## src/rtl/vpg_pkg.sv

```systemverilog
package vpg_pkg;
  // ----------------------------------------
  // register offsets
  // ----------------------------------------
  localparam logic [11:0] VPG_OFF_DIR_HI = 12'ha38;
  localparam logic [11:0] VPG_OFF_AVAIL = 12'ha3c;
  localparam logic [11:0] VPG_OFF_DEBOUNCE = 12'ha40;
  localparam logic [11:0] VPG_OFF_IN_DATA = 12'ha44;
  localparam logic [11:0] VPG_OFF_OUT_DATA = 12'ha48;
  // ----------------------------------------
  // field positions in the line 10/11 direction register
  // ----------------------------------------
  localparam int VPG_L10_ROUTE_LSB = 0;
  localparam int VPG_L10_DIR_BIT = 2;
  localparam int VPG_L11_ROUTE_LSB = 3;
  localparam int VPG_L11_DIR_BIT = 5;
  localparam int VPG_AVAIL_W = 4;
  localparam int VPG_LINES = 12;
  localparam int VPG_LO_LINES = 10;
  // ----------------------------------------
  // routing codes
  // ----------------------------------------
  localparam logic [1:0] VPG_ROUTE_DATA = 2'h0;
  localparam logic [1:0] VPG_ROUTE_IRQ = 2'h1;
  // ----------------------------------------
  // reset values
  // ----------------------------------------
  localparam logic [1:0] VPG_RST_ROUTE = 2'h0;
  localparam logic VPG_RST_DIR = 1'b0;
  localparam logic [3:0] VPG_RST_AVAIL = 4'h0;
  localparam logic [11:0] VPG_RST_DEBOUNCE = 12'h000;
  localparam logic [11:0] VPG_RST_OUT_DATA = 12'h000;
  // ----------------------------------------
  // de-bounce timing
  // ----------------------------------------
  localparam int VPG_CLK_PERIOD_PS = 5000;
  localparam int VPG_DEBOUNCE_TIME_US_X10 = 13000;
  localparam int VPG_DEBOUNCE_CYCLES =
    (VPG_DEBOUNCE_TIME_US_X10 * 100000) / VPG_CLK_PERIOD_PS;
  localparam int VPG_DB_CNT_W = 19;
endpackage

```

## src/rtl/vpg_port_good.sv

```systemverilog
`timescale 1ns/100ps
module vpg_port_good
  import vpg_pkg::*;
#(
  parameter int DB_CYCLES = VPG_DEBOUNCE_CYCLES
) (
  input wire logic core_clk,
  input wire logic sys_rst,
  input wire logic pwr_rst,
  input wire logic cfg_valid,
  input wire logic cfg_write,
  input wire logic [11:0] cfg_addr,
  input wire logic [31:0] cfg_wdata,
  input wire logic [3:0] cfg_be,
  output logic [31:0] cfg_rdata_q,
  output logic cfg_ack_q,
  input wire logic load_valid,
  input wire logic [11:0] load_addr,
  input wire logic [31:0] load_data,
  input wire logic [9:0] lo_dir,
  input wire logic [19:0] lo_route,
  input wire logic [11:0] assign_mask,
  input wire logic [11:0] other_claim,
  input wire logic [11:0] port_good_func,
  input wire logic [11:0] port_good_pin_in,
  output logic [11:0] port_good_pin_out_q,
  output logic [11:0] port_good_pin_oe_q,
  output logic gen_irq_q
);
  // ----------------------------------------
  // sticky registers
  // ----------------------------------------
  logic [1:0] route10_q, route10_d, route11_q, route11_d;
  logic dir10_q, dir10_d, dir11_q, dir11_d;
  logic [3:0] avail_q, avail_d;
  logic [11:0] db_en_q, db_en_d, odata_q, odata_d;
  logic [11:0] mask_seen_q, mask_seen_d;
  logic [31:0] wmask;
  logic [31:0] wval;
  logic [11:0] waddr;
  logic wr_hit;
  logic [3:0] pop;

  always_comb begin
    wmask = {{8{cfg_be[3]}}, {8{cfg_be[2]}}, {8{cfg_be[1]}}, {8{cfg_be[0]}}};
    // serial memory load takes the write path first; it writes whole words
    wr_hit = load_valid | (cfg_valid & cfg_write);
    waddr = load_valid ? load_addr : cfg_addr;
    wval = load_valid ? load_data : cfg_wdata;
    if (!load_valid) begin
      wval = wval & wmask;
    end
    route10_d = route10_q;
    route11_d = route11_q;
    dir10_d = dir10_q;
    dir11_d = dir11_q;
    avail_d = avail_q;
    db_en_d = db_en_q;
    odata_d = odata_q;
    mask_seen_d = assign_mask;
    pop = 4'h0;
    for (int p = 0; p < VPG_LINES; p++) begin
      pop = pop + {3'h0, assign_mask[p] & ~other_claim[p]};
    end
    if (wr_hit && (load_valid || wmask[0])) begin
      case (waddr)
        VPG_OFF_DIR_HI: begin
          route10_d = wval[VPG_L10_ROUTE_LSB +: 2];
          dir10_d = wval[VPG_L10_DIR_BIT];
          route11_d = wval[VPG_L11_ROUTE_LSB +: 2];
          dir11_d = wval[VPG_L11_DIR_BIT];
        end
        VPG_OFF_AVAIL: avail_d = wval[VPG_AVAIL_W-1:0];
        VPG_OFF_DEBOUNCE: db_en_d[7:0] = wval[7:0];
        VPG_OFF_OUT_DATA: odata_d[7:0] = wval[7:0];
        default: ;
      endcase
    end
    // byte 1 carries bits 11:8; a disabled byte keeps its bits
    if (wr_hit && (load_valid || wmask[8])) begin
      case (waddr)
        VPG_OFF_DEBOUNCE: db_en_d[11:8] = wval[11:8];
        VPG_OFF_OUT_DATA: odata_d[11:8] = wval[11:8];
        default: ;
      endcase
    end
    // a change in the assignment wins over a software write
    if (mask_seen_q != assign_mask) begin
      avail_d = (pop == 4'h0) ? 4'h0 : pop - 4'h1;
    end
  end

  always_ff @(posedge core_clk or posedge pwr_rst) begin
    if (pwr_rst) begin
      route10_q <= VPG_RST_ROUTE;
      route11_q <= VPG_RST_ROUTE;
      dir10_q <= VPG_RST_DIR;
      dir11_q <= VPG_RST_DIR;
      avail_q <= VPG_RST_AVAIL;
      db_en_q <= VPG_RST_DEBOUNCE;
      odata_q <= VPG_RST_OUT_DATA;
      mask_seen_q <= 12'h000;
    end else begin
      route10_q <= route10_d;
      route11_q <= route11_d;
      dir10_q <= dir10_d;
      dir11_q <= dir11_d;
      avail_q <= avail_d;
      db_en_q <= db_en_d;
      odata_q <= odata_d;
      mask_seen_q <= mask_seen_d;
    end
  end

  // ----------------------------------------
  // logical line view and pin mapping
  // ----------------------------------------
  logic [11:0] l_dir;
  logic [1:0] l_route [VPG_LINES];
  logic [11:0] pin_s1_q, pin_s2_q;
  logic [11:0] l_pin;
  logic [11:0] l_valid;
  logic [11:0] pin_out_d, pin_oe_d;
  logic [3:0] lcnt;
  logic [11:0] filt_q, filt_d;

  always_comb begin
    for (int l = 0; l < VPG_LO_LINES; l++) begin
      l_dir[l] = lo_dir[l];
      l_route[l] = lo_route[2*l +: 2];
    end
    l_dir[10] = dir10_q;
    l_dir[11] = dir11_q;
    l_route[10] = route10_q;
    l_route[11] = route11_q;
    l_pin = 12'h000;
    l_valid = 12'h000;
    pin_out_d = 12'h000;
    pin_oe_d = 12'h000;
    lcnt = 4'h0;
    // k-th owned physical pin backs logical line k
    for (int p = 0; p < VPG_LINES; p++) begin
      if (assign_mask[p] && !other_claim[p]) begin
        l_pin[lcnt] = pin_s2_q[p];
        l_valid[lcnt] = 1'b1;
        pin_oe_d[p] = l_dir[lcnt];
        if (l_route[lcnt] == VPG_ROUTE_IRQ) begin
          pin_out_d[p] = port_good_func[p];
        end else begin
          pin_out_d[p] = odata_q[lcnt];
        end
        lcnt = lcnt + 4'h1;
      end
    end
  end

  // ----------------------------------------
  // de-bounce, one counter per logical line
  // ----------------------------------------
  logic [VPG_DB_CNT_W-1:0] db_cnt_q [VPG_LINES];
  logic [VPG_DB_CNT_W-1:0] db_cnt_d [VPG_LINES];
  logic [11:0] irq_src;
  logic gen_irq_d;
  logic [31:0] rdata_d;
  logic [11:0] in_data;

  always_comb begin
    for (int l = 0; l < VPG_LINES; l++) begin
      filt_d[l] = filt_q[l];
      db_cnt_d[l] = '0;
      if (!db_en_q[l] || l_dir[l]) begin
        filt_d[l] = l_pin[l];
      end else if (l_pin[l] != filt_q[l]) begin
        if (db_cnt_q[l] == VPG_DB_CNT_W'(DB_CYCLES - 1)) begin
          filt_d[l] = l_pin[l];
        end else begin
          db_cnt_d[l] = db_cnt_q[l] + 1'b1;
        end
      end
      irq_src[l] = l_valid[l] & ~l_dir[l] & (l_route[l] == VPG_ROUTE_IRQ) &
                   (filt_d[l] != filt_q[l]);
      in_data[l] = l_valid[l] & ~l_dir[l] & (l_route[l] == VPG_ROUTE_DATA) &
                   filt_q[l];
    end
    gen_irq_d = |irq_src;
    rdata_d = 32'h0000_0000;
    case (cfg_addr)
      VPG_OFF_DIR_HI: rdata_d[5:0] = {dir11_q, route11_q, dir10_q, route10_q};
      VPG_OFF_AVAIL: rdata_d[3:0] = avail_q;
      VPG_OFF_DEBOUNCE: rdata_d[11:0] = db_en_q;
      VPG_OFF_IN_DATA: rdata_d[11:0] = in_data;
      VPG_OFF_OUT_DATA: rdata_d[11:0] = odata_q;
      default: rdata_d = 32'h0000_0000;
    endcase
    if (!cfg_valid || cfg_write) begin
      rdata_d = 32'h0000_0000;
    end
  end

  always_ff @(posedge core_clk or posedge sys_rst) begin
    if (sys_rst) begin
      pin_s1_q <= 12'h000;
      pin_s2_q <= 12'h000;
      filt_q <= 12'h000;
      for (int l = 0; l < VPG_LINES; l++) begin
        db_cnt_q[l] <= '0;
      end
      port_good_pin_out_q <= 12'h000;
      port_good_pin_oe_q <= 12'h000;
      gen_irq_q <= 1'b0;
      cfg_rdata_q <= 32'h0000_0000;
      cfg_ack_q <= 1'b0;
    end else begin
      pin_s1_q <= port_good_pin_in;
      pin_s2_q <= pin_s1_q;
      filt_q <= filt_d;
      for (int l = 0; l < VPG_LINES; l++) begin
        db_cnt_q[l] <= db_cnt_d[l];
      end
      port_good_pin_out_q <= pin_out_d;
      port_good_pin_oe_q <= pin_oe_d;
      gen_irq_q <= gen_irq_d;
      cfg_rdata_q <= rdata_d;
      cfg_ack_q <= cfg_valid;
    end
  end
endmodule

```

## config.mk

```make
export PLATFORM = sky130hd
export DESIGN_NAME = vpg_port_good
export DESIGN_NICKNAME = d
export VERILOG_FILES = /design/src/rtl/vpg_pkg.sv /design/src/rtl/vpg_port_good.sv
export SDC_FILE = /design/constraint.sdc
export NUM_CORES = 1
export LEC_CHECK = 0
export ABC_AREA = 1
export BUFFER_PORTS_ARGS = -buffer_cell sky130_fd_sc_hd__buf_2
export CORE_UTILIZATION = 45
export CTS_CLUSTER_DIAMETER = 30
export DETAILED_ROUTE_END_ITERATION = 10
export SYNTH_ARGS = -nofsm -noshare
export SYNTH_HDL_FRONTEND = slang
export SYNTH_SLANG_ARGS = --single-unit
```

## constraint.sdc

```tcl
create_clock -name core_clk -period 12.3 [get_ports core_clk]
set_input_delay 0.615 -clock core_clk [delete_from_list [all_inputs] [get_ports core_clk]]
set_output_delay 0.615 -clock core_clk [all_outputs]
set_load 0.01 [all_outputs]
```

# Word level (Yosys, flattened, before mapping)
# Index checks and enable logic that the tools add are counted.
[totals]
reg_bits = 368
output_inout_bits = 58
inputBits = 176
elab_cells = 638
[classes]
muxes = 264
n_lt_le_gt_ge = 33
eq_ne = 69
n_bitwise = 121
reduce_logical = 87
add_sub_neg = 34
[op_table]
columns = ["cell", "count"]
rows = [
  ["two-way mux 19 bit", 36],
  ["two-way mux 12 bit", 26],
  ["adder 19 x 1 -> 19 bit, second input constant", 12],
  ["equality test 19 x 18 -> 1 bit, second input constant", 12],
  ["bitwise mux 12 bit", 11],
  ["bitwise OR 12 bit", 10],
  ["equality test 12 bit, second input constant", 9],
  ["two-way mux 1 bit", 108],
  ["binary-select mux 1 bit (select 4 bit)", 22],
  ["binary-select mux 2 bit (select 4 bit)", 11],
  ["bitwise AND 1 bit", 73],
  ["two-way mux 4 bit", 14],
  [">= comparator 5 bit, second input constant", 11],
  ["less-than comparator 4 x 5 -> 1 bit, second input constant", 11],
  ["NOT 4 -> 5 bit", 11],
  ["equality test 2 x 1 -> 1 bit, second input constant", 23],
  ["demux 1 bit (select 4 bit)", 11],
  [">= comparator 4 x 1 -> 1 bit, second input constant", 11],
  ["two-way mux 2 bit", 22],
  ["adder 4 x 1 -> 4 bit, second input constant", 10],
  ["adder 4 x 1 -> 4 bit", 8],
  ["logical AND 1 bit", 25],
  ["logical NOT 1 bit", 25],
  ["logical NOT 2 bit", 12],
  ["other kinds (18)", 84],
]

# Longest topological paths before layout
[depth]
depth_word = 35
ltp_mapped = 55
mapped_depth_nobuf = 48

# Worst setup path after synthesis
# Ideal clock, no wire load.
[synth_timing]
kind = "input to register"
start = "input port assign_mask[0]"
end = "register db_cnt_q[152] (netlist bit)"
setup_ps = 120
cell_stages = 50
t_required_ps = 12180
n_path_buf = 9
setup_slack_ps = 3215
arrival_ps = 8965
cell_sequence = "inv_1 -> nor2_1 -> ha_1 -> inv_2 -> nand2_2 -> nand2_2 -> nand2_2 -> nand2_1 -> clkbuf_1 -> clkinv_1 -> ha_1 -> nand2_1 -> nand2_1 -> inv_1 -> clkbuf_1 -> ha_1 -> nand2_1 -> nand2_1 -> [14 not listed] -> nand2_1 -> clkbuf_1 -> clkbuf_1 -> ha_1 -> nand2_1 -> nand2_1 -> inv_1 -> clkbuf_1 -> ha_1 -> o21ai_0 -> nand3_1 -> nor2_2 -> nand4_1 -> nand3_1 -> nand3_1 -> nand3_2 -> buf_2 -> nor2_1"
[synth_rtl]
columns = ["element", "line_no", "source"]
rows = [
  ["from (decl)", "vpg_port_good.sv:22", "input wire logic [11:0] assign_mask,"],
  ["to (signal, indexed assignment)", "vpg_port_good.sv:218", "db_cnt_q[l] <= db_cnt_d[l];"],
  ["to (decl)", "vpg_port_good.sv:160", "logic [VPG_DB_CNT_W-1:0] db_cnt_q [VPG_LINES];"],
]

==> impl_metrics.prom <==
# TYPE chip_impl_metric gauge
chip_impl_info{name="run_status",value="complete, no violations"} 1
chip_impl_metric{name="maxCapViolations",unit=""} 0
chip_impl_metric{name="worst-endpoint-required",unit="ns"} 12.82
chip_impl_metric{name="grt_antenna_before_repair",unit=""} 4
chip_impl_metric{name="final_setup_vio_count",unit=""} 0
chip_impl_metric{name="layout.nets",unit=""} 3719
chip_impl_info{name="timing.hold.worst_endpoint",value="pin_s1_q[0]$_DFF_PP0_"} 1
chip_impl_metric{name="post_synth_num_cell_types",unit=""} 57
chip_impl_metric{name="fmax",unit="MHz"} 99.5
chip_impl_metric{name="fin_crit",unit="ns"} 10.05
chip_impl_metric{name="number_of_synthesized_flops_with_an_enable_pin",unit=""} 0
chip_impl_metric{name="totalNegativeSetupSlack",unit="ns"} 0
chip_impl_info{name="synth_top_cells_by_area",value="dfrtp_1 37%, nand2_1 9.9%, nor2_1 7.0%"} 1
chip_impl_info{name="min-delay-path-class",value="input pin to flop"} 1
chip_impl_metric{name="syn_avg_cell_area",unit="µm²"} 7.14
chip_impl_metric{name="pwr_density_cell",unit="mW/mm²"} 155
chip_impl_metric{name="cts-root-to-sink-buffers",unit=""} 3
chip_impl_metric{name="gp_routability_congestion",unit=""} 1.00
chip_impl_metric{name="io_pins",unit=""} 234
chip_impl_metric{name="wl_per_cell",unit="µm"} 19.7
chip_impl_metric{name="clk_latency",unit="ns"} 0.63
chip_impl_metric{name="share_of_the_synthesized_area_in_the_top_cell_type",unit="%"} 37.0
chip_impl_metric{name="area_growth_synth_to_finish",unit="%"} 19.3
chip_impl_metric{name="synth_warnings",unit=""} 0
chip_impl_metric{name="antenna_violation_net_count_after_detailed_routing",unit=""} 0
chip_impl_info{name="synthTopCellsByCount",value="623 x nand2_1, 441 x nor2_1, 414 x inv_1"} 1
chip_impl_metric{name="die_x",unit="µm"} 231
chip_impl_info{name="reg2reg_from",value="pin_s2_q[2]$_DFF_PP0_"} 1
chip_impl_metric{name="yosysSeqAreaShare",unit="%"} 37.0
chip_impl_info{name="cell_repeated_most_along_the_worst_path",value="nand2_1"} 1
chip_impl_metric{name="reg2reg_depth",unit=""} 21
chip_impl_metric{name="arrival_time_reported_for_the_critical_path_endpoint",unit="ns"} 10.57
chip_impl_info{name="tritoncts",value="yes"} 1
chip_impl_metric{name="pin_count_of_the_biggest_net_entering_global_routing",unit=""} 125
chip_impl_metric{name="finalClockSkew",unit="ns"} 0.0293
chip_impl_info{name="hp-start",value="port_good_pin_in[0]"} 1
chip_impl_metric{name="vias_per_cell",unit=""} 5.63
chip_impl_info{name="synth_largest_area_cell",value="dfrtp_1"} 1
chip_impl_metric{name="ir_worst_vdd",unit="mV"} 0.151
chip_impl_metric{name="grt_first_pass_wirelength",unit="mm"} 129
chip_impl_metric{name="post_synthesis_instance_area",unit="mm²"} 0.0235
chip_impl_info{name="clock-root-buffer",value="clkbuf_16"} 1
chip_impl_metric{name="floorplan.die.height",unit="µm"} 231
chip_impl_metric{name="clkSinkCount",unit=""} 348
chip_impl_metric{name="worst_slew_margin_rel",unit="%"} 19.9
chip_impl_metric{name="synth-async-reset-ratio",unit="%"} 100
chip_impl_info{name="category_of_the_most_critical_setup_path",value="input pin to flop"} 1
chip_impl_metric{name="htree_num_levels",unit=""} 3
chip_impl_info{name="startpoint",value="assign_mask[0]"} 1
chip_impl_metric{name="cts-hold-fix-buffers",unit=""} 0
chip_impl_metric{name="placement.io_buffers",unit=""} 171
chip_impl_metric{name="slowest_delay",unit="ns"} 0.57
chip_impl_metric{name="row_count",unit=""} 83
chip_impl_metric{name="synthesis.instances",unit=""} 3294
chip_impl_metric{name="r2r_setup_slack",unit="ns"} 9.31
chip_impl_metric{name="drc_errors",unit=""} 0
chip_impl_info{name="r2r-end",value="gen_irq_q$_DFF_PP0_"} 1
chip_impl_metric{name="timing.hold.worst_path_depth",unit=""} 1
chip_impl_info{name="cp-end-kind",value="flop"} 1
chip_impl_metric{name="final-max-slew-violation-count",unit=""} 0
chip_impl_metric{name="hold_viol",unit=""} 0
chip_impl_metric{name="track_usage",unit="%"} 31.4
chip_impl_metric{name="grt_pass1_vias",unit=""} 22800
chip_impl_metric{name="tritoncts.num_buffers",unit=""} 89
chip_impl_info{name="leading_register_cell_type_out_of_synthesis",value="dfrtp_1"} 1
chip_impl_info{name="cp_slowest_cell",value="nand2_1"} 1
chip_impl_metric{name="fillers",unit=""} 4959
chip_impl_metric{name="initial_cell_density_of_the_core",unit="%"} 45.7
chip_impl_metric{name="postLayoutCoreUtil",unit="%"} 54.5
chip_impl_metric{name="drt_pre_antenna_iters",unit=""} 5
chip_impl_metric{name="gr-total-overflow",unit=""} 0
chip_impl_metric{name="finish.instance_area",unit="mm²"} 0.0281
chip_impl_metric{name="cts.repair.resized",unit=""} 0
chip_impl_metric{name="post_cts_buffers",unit=""} 0
chip_impl_info{name="worst_setup_path_start_kind",value="input pin"} 1
chip_impl_info{name="grt_setup_unrepaired",value="no"} 1
chip_impl_metric{name="drive_gt1_share",unit="%"} 12.9
chip_impl_metric{name="wl",unit="mm"} 83.4
chip_impl_metric{name="via_count",unit=""} 23900
chip_impl_metric{name="layout_worst_path_cycle_share",unit="%"} 81.7
chip_impl_metric{name="tightestPinTransition",unit="ns"} 1.19
chip_impl_metric{name="post-dp-hpwl",unit="mm"} 63.5
chip_impl_info{name="post-synth-top-count-cell",value="nand2_1"} 1
chip_impl_metric{name="dpl-instance-area",unit="mm²"} 0.0249
chip_impl_metric{name="postSynthRegisterBits",unit=""} 348
chip_impl_metric{name="drt_iter0_drc",unit=""} 1951
chip_impl_metric{name="placeableCoreArea",unit="mm²"} 0.0515
chip_impl_metric{name="p_leak",unit="nW"} 12.7
chip_impl_metric{name="cp_max_fo",unit=""} 22
chip_impl_metric{name="die_area",unit="mm²"} 0.0532
chip_impl_metric{name="clkTransAtPathRegs",unit="ns"} 0.04
==> power by group <==
part           leakage, nW  internal [mW]  switching [mW]
clock                 1.53           1.69           0.716
combinational         6.38          0.206           0.533
sequential            4.76           1.18          0.0165
total                 12.7           3.08            1.27
==> per-stage QoR <==
| stage | hold WS, ns | cells | power (mW) | setup slack [ns] |
|---|---|---|---|---|
| 5_1_grt | 0.0751 | 4240 | 4.52 | 1.57 |
| 4_1_cts | 0.0711 | 4239 | 4.36 | 2.63 |
| 3_5_place_dp | 0.336 | 4077 | 1.92 | 2.05 |
| 6_report | 0.0963 | 4241 | 4.34 | 2.25 |
| 3_3_place_gp | 0.333 | 4077 | 1.91 | 2.17 |
| 2_1_floorplan | 0.331 | 3313 | 1.69 | 3.21 |
==> area by class of cell <==
type                    count  area (µm²)  area share [%]
clock buffers             114        2490            8.88
flip-flops and latches    348        8710            31.0
multi-input cells        2431       12800            45.4
inverters                 432        1630            5.80
well taps                 680         851            3.03
diodes                      2        5.00          0.0178
clock inverters            48         668            2.38
repair buffers            186         968            3.45
==> worst max-delay path, delay by kind of cell <==
kind | cells | cell delay (ns)
buf+inv | 12 | 2.57
simple gates | 25 | 4.20
fa+ha+maj | 8 | 2.82
compound gates | 1 | 0.31
==> worst max-delay path by stage <==
| stage | endpoint |
|---|---|
| 5_1_grt | db_cnt_q[78]$_DFF_PP0_ |
| 2_1_floorplan | db_cnt_q[152]$_DFF_PP0_ |
| 3_5_place_dp | db_cnt_q[173]$_DFF_PP0_ |
| 6_report | db_cnt_q[173]$_DFF_PP0_ |
| 4_1_cts | db_cnt_q[78]$_DFF_PP0_ |
| 3_3_place_gp | db_cnt_q[173]$_DFF_PP0_ |
==> cell families (layout without fill, tap and decap cells) <==
logic type	count (synthesis)	count (layout)	synth area share [%]
DFF	348	348	37.0
buffers and inverters	534	780	9.12
AOI/OAI and AO/OA	561	561	13.2
adders and majority gates	55	55	3.15
and+or+nand+nor	1688	1688	33.5
muxes	3	3	0.128
other	1	22	0.0159
xor gates and xnor gates	104	104	3.87
==> layout by cell type, fill, tap and decap left out, drive strengths merged, types with 11 or more instances in the layout <==
cell type,instances
clkinv,30
xnor2,35
xor2,69
dfrtp,348
nor3b,32
buf,186
nor3,81
conb,20
inv,428
o21ai,275
ha,48
a22oi,14
bufinv,13
nand3,282
a21oi,164
o211ai,18
nand2,664
nand4,88
a31oi,20
or2,11
a211oi,11
clkbuf,114
nor2,467
nor4,43
o22ai,21
==> flip-flops by register name, indices dropped and copies added (netlist names) <==
name / cells
route11_q: 2
pin_s2_q: 12
port_good_pin_out_q: 12
dir10_q: 1
dir11_q: 1
route10_q: 2
pin_s1_q: 12
avail_q: 4
filt_q: 12
odata_q: 12
db_cnt_q: 228
mask_seen_q: 12
port_good_pin_oe_q: 12
gen_irq_q: 1
db_en_q: 12
cfg_rdata_q: 12
cfg_ack_q: 1
==> metal layers <==
metal / vias up / wire, µm / track usage [%]
met5: - / 28 / 0
met4: 4 / 3270 / 12.7
met3: 214 / 7960 / 8.07
met2: 1094 / 36100 / 47.7
met1: 11200 / 36000 / 42.5
li1: 11300 / - / -
No activity file was read; power rests on OpenSTA's default activity.
